File: src/hdl/tbfr_consts.vh
`ifndef TBFR_CONSTS_VH
`define TBFR_CONSTS_VH

// ==========================================
// register numbers on the two-wire port
`define TBFR_REG_BIAS_HIGH      8'h0F
`define TBFR_REG_MON_SEL_LOW    8'h10
`define TBFR_REG_BIAS_FAULT_TH  8'h11
`define TBFR_REG_POWER_FAULT_TH 8'h12
`define TBFR_REG_FD_DIV_CTRL    8'h13
`define TBFR_REG_TX_STATUS      8'h2B

// ==========================================
// field positions
`define TBFR_BIT_PD_DIG_SEL     6
`define TBFR_BIT_BIAS_DIG_SEL   5
`define TBFR_BIT_TX_FAULT       5
`define TBFR_BIAS_LOW_MSB       1

// ==========================================
// reset values
`define TBFR_RST_REG            8'h00

// ==========================================
// bias step per code, in nA
`define TBFR_STEP_RANGE0_NA     18'h002EE
`define TBFR_STEP_RANGE1_NA     18'h005DC
`define TBFR_STEP_RANGE2_NA     18'h00BB8
`define TBFR_STEP_OPEN_NA       18'h26160

// ==========================================
// serial port
`define TBFR_DEV_ADDR_DEFAULT   7'h08
`define TBFR_BITS_PER_BYTE      4'h8

`endif

File: src/hdl/tbfr_regs.v
// Notes on behaviour
// - bias code is high register plus two bits
// - closed loop step by range code
// - open loop step about 156 uA per code
// - bit 6 selects digital photodiode monitor
// - bit 5 selects digital bias monitor
// - bias threshold sets digital bias fault level
// - power threshold sets photodiode fault level
// - all five registers read, write, reset zero
// - status bit reads one while fault present
`include "tbfr_consts.vh"

module tbfr_regs #(
    parameter [6:0] DEV_ADDR = `TBFR_DEV_ADDR_DEFAULT,
    parameter LEVEL_W = 8
) (
    input wire sys_clk,
    input wire rst_n,
    input wire scl_in,
    input wire sda_in,
    output reg sda_out,
    output reg sda_oe,
    input wire closed_loop_power_control,
    input wire [1:0] monitor_pd_range,
    input wire [LEVEL_W-1:0] bias_monitor_level,
    input wire [LEVEL_W-1:0] pd_monitor_level,
    output reg [9:0] laser_bias_code,
    output reg [17:0] bias_step_na,
    output reg pd_monitor_digital_sel,
    output reg bias_monitor_digital_sel,
    output reg [7:0] bias_fault_threshold,
    output reg [7:0] power_fault_threshold,
    output reg [7:0] freq_detect_divider_ctrl,
    output reg tx_fault_flag
);

// ==========================================
// states
localparam [3:0] ST_IDLE = 4'h0;
localparam [3:0] ST_ADDR = 4'h1;
localparam [3:0] ST_ADDR_ACK = 4'h2;
localparam [3:0] ST_REG = 4'h3;
localparam [3:0] ST_REG_ACK = 4'h4;
localparam [3:0] ST_WDATA = 4'h5;
localparam [3:0] ST_WDATA_ACK = 4'h6;
localparam [3:0] ST_RDATA = 4'h7;
localparam [3:0] ST_RDATA_ACK = 4'h8;

// ==========================================
// register storage
reg [7:0] bias_code_high;
reg [7:0] monitor_select_bias_low;
reg [7:0] bias_fault_threshold_reg;
reg [7:0] power_fault_threshold_reg;
reg [7:0] freq_detect_divider_ctrl_reg;
reg [3:0] state;
reg [3:0] bit_cnt;
reg [7:0] shreg;
reg [7:0] reg_ptr;
reg rw;

// ==========================================
// pin synchronisers
reg scl_m;
reg scl_s;
reg scl_d;
reg sda_m;
reg sda_s;
reg sda_d;

always @(posedge sys_clk) begin
    if (!rst_n) begin
        scl_m <= 1'b1;
        scl_s <= 1'b1;
        scl_d <= 1'b1;
        sda_m <= 1'b1;
        sda_s <= 1'b1;
        sda_d <= 1'b1;
    end else begin
        scl_m <= scl_in;
        scl_s <= scl_m;
        scl_d <= scl_s;
        sda_m <= sda_in;
        sda_s <= sda_m;
        sda_d <= sda_s;
    end
end

wire scl_rise = scl_s && !scl_d;
wire scl_fall = !scl_s && scl_d;
wire bus_start = scl_s && scl_d && sda_d && !sda_s;
wire bus_stop = scl_s && scl_d && !sda_d && sda_s;

// ==========================================
// fault detection
wire bias_fault;
wire pd_fault;

tbfr_fault_cmp #(
    .WIDTH(LEVEL_W)
) u_bias_cmp (
    .sys_clk(sys_clk),
    .rst_n(rst_n),
    .enable(monitor_select_bias_low[`TBFR_BIT_BIAS_DIG_SEL]),
    .level(bias_monitor_level),
    .threshold(bias_fault_threshold_reg),
    .fault(bias_fault)
);

tbfr_fault_cmp #(
    .WIDTH(LEVEL_W)
) u_pd_cmp (
    .sys_clk(sys_clk),
    .rst_n(rst_n),
    .enable(monitor_select_bias_low[`TBFR_BIT_PD_DIG_SEL]),
    .level(pd_monitor_level),
    .threshold(power_fault_threshold_reg),
    .fault(pd_fault)
);

// ==========================================
// read data mux
reg [7:0] rd_data;

always @* begin
    rd_data = 8'h00;
    case (reg_ptr)
        `TBFR_REG_BIAS_HIGH: begin
            rd_data = bias_code_high;
        end
        `TBFR_REG_MON_SEL_LOW: begin
            rd_data = monitor_select_bias_low;
        end
        `TBFR_REG_BIAS_FAULT_TH: begin
            rd_data = bias_fault_threshold_reg;
        end
        `TBFR_REG_POWER_FAULT_TH: begin
            rd_data = power_fault_threshold_reg;
        end
        `TBFR_REG_FD_DIV_CTRL: begin
            rd_data = freq_detect_divider_ctrl_reg;
        end
        `TBFR_REG_TX_STATUS: begin
            rd_data[`TBFR_BIT_TX_FAULT] = tx_fault_flag;
        end
        default: begin
            rd_data = 8'h00;
        end
    endcase
end

// ==========================================
// two-wire slave
always @(posedge sys_clk) begin
    if (!rst_n) begin
        state <= ST_IDLE;
        bit_cnt <= 4'h0;
        shreg <= 8'h00;
        reg_ptr <= 8'h00;
        rw <= 1'b0;
        sda_oe <= 1'b0;
        sda_out <= 1'b0;
        bias_code_high <= `TBFR_RST_REG;
        monitor_select_bias_low <= `TBFR_RST_REG;
        bias_fault_threshold_reg <= `TBFR_RST_REG;
        power_fault_threshold_reg <= `TBFR_RST_REG;
        freq_detect_divider_ctrl_reg <= `TBFR_RST_REG;
    end else if (bus_start) begin
        state <= ST_ADDR;
        bit_cnt <= 4'h0;
        sda_oe <= 1'b0;
    end else if (bus_stop) begin
        state <= ST_IDLE;
        sda_oe <= 1'b0;
    end else begin
        case (state)
            ST_ADDR, ST_REG, ST_WDATA: begin
                if (scl_rise && bit_cnt != `TBFR_BITS_PER_BYTE) begin
                    shreg <= {shreg[6:0], sda_s};
                    bit_cnt <= bit_cnt + 4'h1;
                end else if (scl_fall && bit_cnt == `TBFR_BITS_PER_BYTE) begin
                    bit_cnt <= 4'h0;
                    if (state == ST_ADDR) begin
                        if (shreg[7:1] == DEV_ADDR) begin
                            rw <= shreg[0];
                            sda_oe <= 1'b1;
                            state <= ST_ADDR_ACK;
                        end else begin
                            state <= ST_IDLE;
                        end
                    end else if (state == ST_REG) begin
                        reg_ptr <= shreg;
                        sda_oe <= 1'b1;
                        state <= ST_REG_ACK;
                    end else begin
                        sda_oe <= 1'b1;
                        state <= ST_WDATA_ACK;
                        case (reg_ptr)
                            `TBFR_REG_BIAS_HIGH: begin
                                bias_code_high <= shreg;
                            end
                            `TBFR_REG_MON_SEL_LOW: begin
                                monitor_select_bias_low <= shreg;
                            end
                            `TBFR_REG_BIAS_FAULT_TH: begin
                                bias_fault_threshold_reg <= shreg;
                            end
                            `TBFR_REG_POWER_FAULT_TH: begin
                                power_fault_threshold_reg <= shreg;
                            end
                            `TBFR_REG_FD_DIV_CTRL: begin
                                freq_detect_divider_ctrl_reg <= shreg;
                            end
                            default: begin
                                bit_cnt <= 4'h0;
                            end
                        endcase
                    end
                end
            end
            ST_ADDR_ACK: begin
                if (scl_fall) begin
                    if (rw) begin
                        shreg <= rd_data;
                        sda_oe <= !rd_data[7];
                        bit_cnt <= 4'h1;
                        state <= ST_RDATA;
                    end else begin
                        sda_oe <= 1'b0;
                        state <= ST_REG;
                    end
                end
            end
            ST_REG_ACK: begin
                if (scl_fall) begin
                    sda_oe <= 1'b0;
                    state <= ST_WDATA;
                end
            end
            ST_WDATA_ACK: begin
                if (scl_fall) begin
                    sda_oe <= 1'b0;
                    reg_ptr <= reg_ptr + 8'h01;
                    state <= ST_WDATA;
                end
            end
            ST_RDATA: begin
                if (scl_fall) begin
                    if (bit_cnt == `TBFR_BITS_PER_BYTE) begin
                        sda_oe <= 1'b0;
                        bit_cnt <= 4'h0;
                        reg_ptr <= reg_ptr + 8'h01;
                        state <= ST_RDATA_ACK;
                    end else begin
                        shreg <= {shreg[6:0], 1'b0};
                        sda_oe <= !shreg[6];
                        bit_cnt <= bit_cnt + 4'h1;
                    end
                end
            end
            ST_RDATA_ACK: begin
                if (scl_rise && sda_s) begin
                    state <= ST_IDLE;
                end else if (scl_fall) begin
                    shreg <= rd_data;
                    sda_oe <= !rd_data[7];
                    bit_cnt <= 4'h1;
                    state <= ST_RDATA;
                end
            end
            default: begin
                sda_oe <= 1'b0;
                state <= ST_IDLE;
            end
        endcase
    end
end

// ==========================================
// outputs to the analog side
always @(posedge sys_clk) begin
    if (!rst_n) begin
        laser_bias_code <= 10'h000;
        bias_step_na <= 18'h00000;
        pd_monitor_digital_sel <= 1'b0;
        bias_monitor_digital_sel <= 1'b0;
        bias_fault_threshold <= 8'h00;
        power_fault_threshold <= 8'h00;
        freq_detect_divider_ctrl <= 8'h00;
        tx_fault_flag <= 1'b0;
    end else begin
        laser_bias_code <= {bias_code_high,
            monitor_select_bias_low[`TBFR_BIAS_LOW_MSB:0]};
        if (closed_loop_power_control) begin
            case (monitor_pd_range)
                2'h0: begin
                    bias_step_na <= `TBFR_STEP_RANGE0_NA;
                end
                2'h1: begin
                    bias_step_na <= `TBFR_STEP_RANGE1_NA;
                end
                default: begin
                    bias_step_na <= `TBFR_STEP_RANGE2_NA;
                end
            endcase
        end else begin
            bias_step_na <= `TBFR_STEP_OPEN_NA;
        end
        pd_monitor_digital_sel <= monitor_select_bias_low[`TBFR_BIT_PD_DIG_SEL];
        bias_monitor_digital_sel <= monitor_select_bias_low[`TBFR_BIT_BIAS_DIG_SEL];
        bias_fault_threshold <= bias_fault_threshold_reg;
        power_fault_threshold <= power_fault_threshold_reg;
        freq_detect_divider_ctrl <= freq_detect_divider_ctrl_reg;
        tx_fault_flag <= bias_fault || pd_fault;
    end
end

endmodule

File: src/hdl/tbfr_fault_cmp.v
`include "tbfr_consts.vh"

module tbfr_fault_cmp #(
    parameter WIDTH = 8
) (
    input wire sys_clk,
    input wire rst_n,
    input wire enable,
    input wire [WIDTH-1:0] level,
    input wire [WIDTH-1:0] threshold,
    output reg fault
);

// ==========================================
// compare only while this digital monitor is selected
always @(posedge sys_clk) begin
    if (!rst_n) begin
        fault <= 1'b0;
    end else begin
        fault <= enable && (level >= threshold);
    end
end

endmodule

File: config.mk
export PLATFORM = sky130hd
export DESIGN_NAME = tbfr_regs
export DESIGN_NICKNAME = d
export VERILOG_FILES = /design/src/hdl/tbfr_regs.v /design/src/hdl/tbfr_fault_cmp.v
export VERILOG_INCLUDE_DIRS = /design/src /design/src/hdl
export SDC_FILE = /design/constraint.sdc
export NUM_CORES = 1
export LEC_CHECK = 0
export ABC_AREA = 1
export BUFFER_PORTS_ARGS = -buffer_cell sky130_fd_sc_hd__buf_2
export CAP_MARGIN = 25
export CORE_UTILIZATION = 35
export CTS_CLUSTER_SIZE = 30
export DETAILED_ROUTE_END_ITERATION = 16
export PLACE_DENSITY_LB_ADDON = 0.05
export RECOVER_POWER = 100
export SLEW_MARGIN = 20
export SYNTH_ARGS = -nofsm -noshare
export SYNTH_HDL_FRONTEND = slang
export SYNTH_HIERARCHICAL = 1
export SYNTH_SLANG_ARGS = --single-unit
File: constraint.sdc
create_clock -name sys_clk -period 1.95 [get_ports sys_clk]
set_clock_uncertainty 0.05 [all_clocks]
set_input_delay 0.2925 -clock sys_clk [delete_from_list [all_inputs] [get_ports sys_clk]]
set_output_delay 0.2925 -clock sys_clk [all_outputs]
set_load 0.01 [all_outputs]
==> run summary <==
Comb power frac = 22.2%
Synth Flop Type = dfxtp_1
Syn Inst Count = 805
Clk pwr share = 41.1%
CP Cell Sequence = inv_2, nor2_2, nand2_2, nand2_4, nand3_4, nor2_8, buf_6, buf_4, buf_4, a21oi_1, nor2_1
Max cap viols = 0
Final WL = 15.3 mm
Chip Height = 131 um
Initial Util = 36.2%
Final worst-path cycle share = 95.1%
Max IR drop VDD = 0.000645 V
CTS tree = built
Crit path time final = 1.85 ns
Count of input and output buffers = 74
Final hold vios = 0
#FFs+latches synth = 122
Post-synth top cells = 164 x nand2_1, 133 x inv_1, 122 x dfxtp_1, 73 x nor2_1, 68 x a21oi_1
CP max stage delay = 0.38 ns
Post-Syn Area per Cell = 7.21 um2
Vias in the first global route = 4834
Final total power = 7.50 mW
Clk Latency, worst-skew pair = 0.42 ns
First-pass GRT wire length = 24.0 mm
DIE AREA = 17100 um2
Register area share after synthesis = 42.1%
Slew @ Worst Pin = 0.503 ns
Grt total ovfl = 0
DRT iter0 DRCs = 221
Sink Count = 122
Via density = 4.66
Routability Congestion = 0.879
Switching share of power = 31.6%
# setup viols final = 0
Most frequent cell after synthesis = nand2_1
Synth cell types = 35
Clock Pin Slew Worst Setup and Hold Paths = 0.06 ns
Pwr per Cell Area = 1050 nW/um2
1st-pass router iterations = 4
Initial antenna violation count = 0
Fillers = 1694
Layout cell share with drive strength beyond 1 = 15.6%
Status = complete, no violations
Worst-path maximum fanout = 8
Worst EP arrival = 2.16 ns
CP endpoint kind = register
Largest net degree at the start of global routing = 97
Post-Syn Area = 5810 um2
WL/cell = 13.5 um
HPWL Detailed = 11.0 mm
Ys async rst share = 0%
Internal = 5.13 mW
Post-synth EDFFs = 0
RSZ-0062 raised after global routing = yes
Slew headroom = 66.4%
Sw power = 2.37 mW
Dpl cells = 1087
Die W = 131 um
Worst path top cell family by delay = simple AND/OR/NAND/NOR gates
Root buffer cell = clkbuf_16
Clock buffer count from CTS = 17
Detail Route Antenna Nets = 0
Max frequency = 0.539 GHz
Buffers and inverters on the worst path = 4
Worst Hold Class = input pin to register
Finished Layout Cells = 1130
Share of the synthesized area in the top cell type = 42.1%
Sequential power share = 36.7%
Deepest clock path buffer count = 2
Worst path slowest cell = dfxtp_1
Area grow syn2layout = 22.9%
Nets = 947
Ys Warns = 6
Row cnt = 46
# diodes = 0
WP data required = 2.25 ns
Synth area leaders = dfxtp_1 42%, nand2_1 11%, inv_1 8.6%
Vias = 5266
Leakage power figure = 3.26 nW
GRT Total Usage = 18.8%
Io pins = 80
DRC = 0
Post-synth top area cell = dfxtp_1
H-tree levels = 4
Slew Limit Fails = 0
Most frequent CP cell = buf_4
Crit start category = register
Std-Cell Core Area = 16100 um2
Crit path kind = register to register
layer usage:
metal,track usage [%],up-vias,wire length (um),part of all wire [%]
met4,7.57,0,306,2.0
met5,0,-,0,0
met3,4.64,24,577,3.8
li1,-,2723,-,-
met1,24.3,2422,7430,49
met2,30.1,97,6990,46
kinds of logic (layout without fill, tap and decap cells):
group,after synthesis,count (layout),share of synthesized area [%]
fa+ha+maj,22,22,4.74
other cells,1,5,0.0646
compound gates,150,150,13.3
simple gates,331,332,26.5
buf+inv,174,278,12.6
flops,122,122,42.1
xor+xnor,5,5,0.754
cells in the final DEF (no fill, tap or decap), drive strengths merged, types with 8 or more instances in the layout:
cell / count
a21oi: 68
buf: 50
clkbuf: 74
dfxtp: 122
ha: 22
inv: 142
nand2: 172
nand3: 54
nor2: 88
nor3: 8
o21ai: 72
power by group through the flow:
stage | sequential [mW] | combinational (mW) | clock (mW)
floorplan | 2.79 | 1.03 | 0
global placement | 2.80 | 1.60 | 0
detailed placement | 2.80 | 1.62 | 0
CTS | 2.75 | 1.63 | 3.14
global route | 2.77 | 1.87 | 3.25
finish | 2.75 | 1.67 | 3.08
what timing repair did:
item / in CTS / in global routing
pin swaps: 1 / 8
setup buffers: 1 / 9
gates resized for setup: 0 / 28
setup endpoints to repair: 8 / 65
hold buffers: 1 / 0
gates cloned: 0 / 1
hold endpoints to repair: 1 / 0
cell type report:
class | instances | area [um2] | area share [%]
clock buffer | 19 | 453 | 6.35
clock inverter | 12 | 124 | 1.74
inverter | 141 | 529 | 7.42
multi-input combinational | 514 | 2710 | 38.0
sequential | 122 | 2450 | 34.3
tap | 216 | 270 | 3.79
timing repair buffer | 106 | 597 | 8.36
path summary, 6_finish.rpt:
check / start / endpoint / slack (ns) / cells past startpoint
setup reg to reg: state[0] / bias_code_high[5] / 0.1 / 11
setup / recovery: state[0] / bias_code_high[5] / 0.1 / 11
hold / removal: scl_in / scl_m / 0.02 / 2
hold reg to reg: sda_m / sda_s / 0.36 / 1
per-stage QoR:
stage / hold slack [ns] / setup TNS (ns) / area, um2 / setup slack, ns / utilization [%]
after global placement: 0.356 / 0 / 6470 / 0.0683 / 40.3
after CTS: 0.0113 / 0 / 7070 / 0.0204 / 44.0
after global routing: 0.0153 / -0.0726 / 7140 / -0.0127 / 44.4
final: 0.0196 / 0 / 7140 / 0.0950 / 44.4
after detailed placement: 0.349 / -0.0272 / 6470 / -0.0144 / 40.3
after floorplan: 0.315 / 0 / 5820 / 0.256 / -
Note: power is estimated with default switching activity, not from simulation.
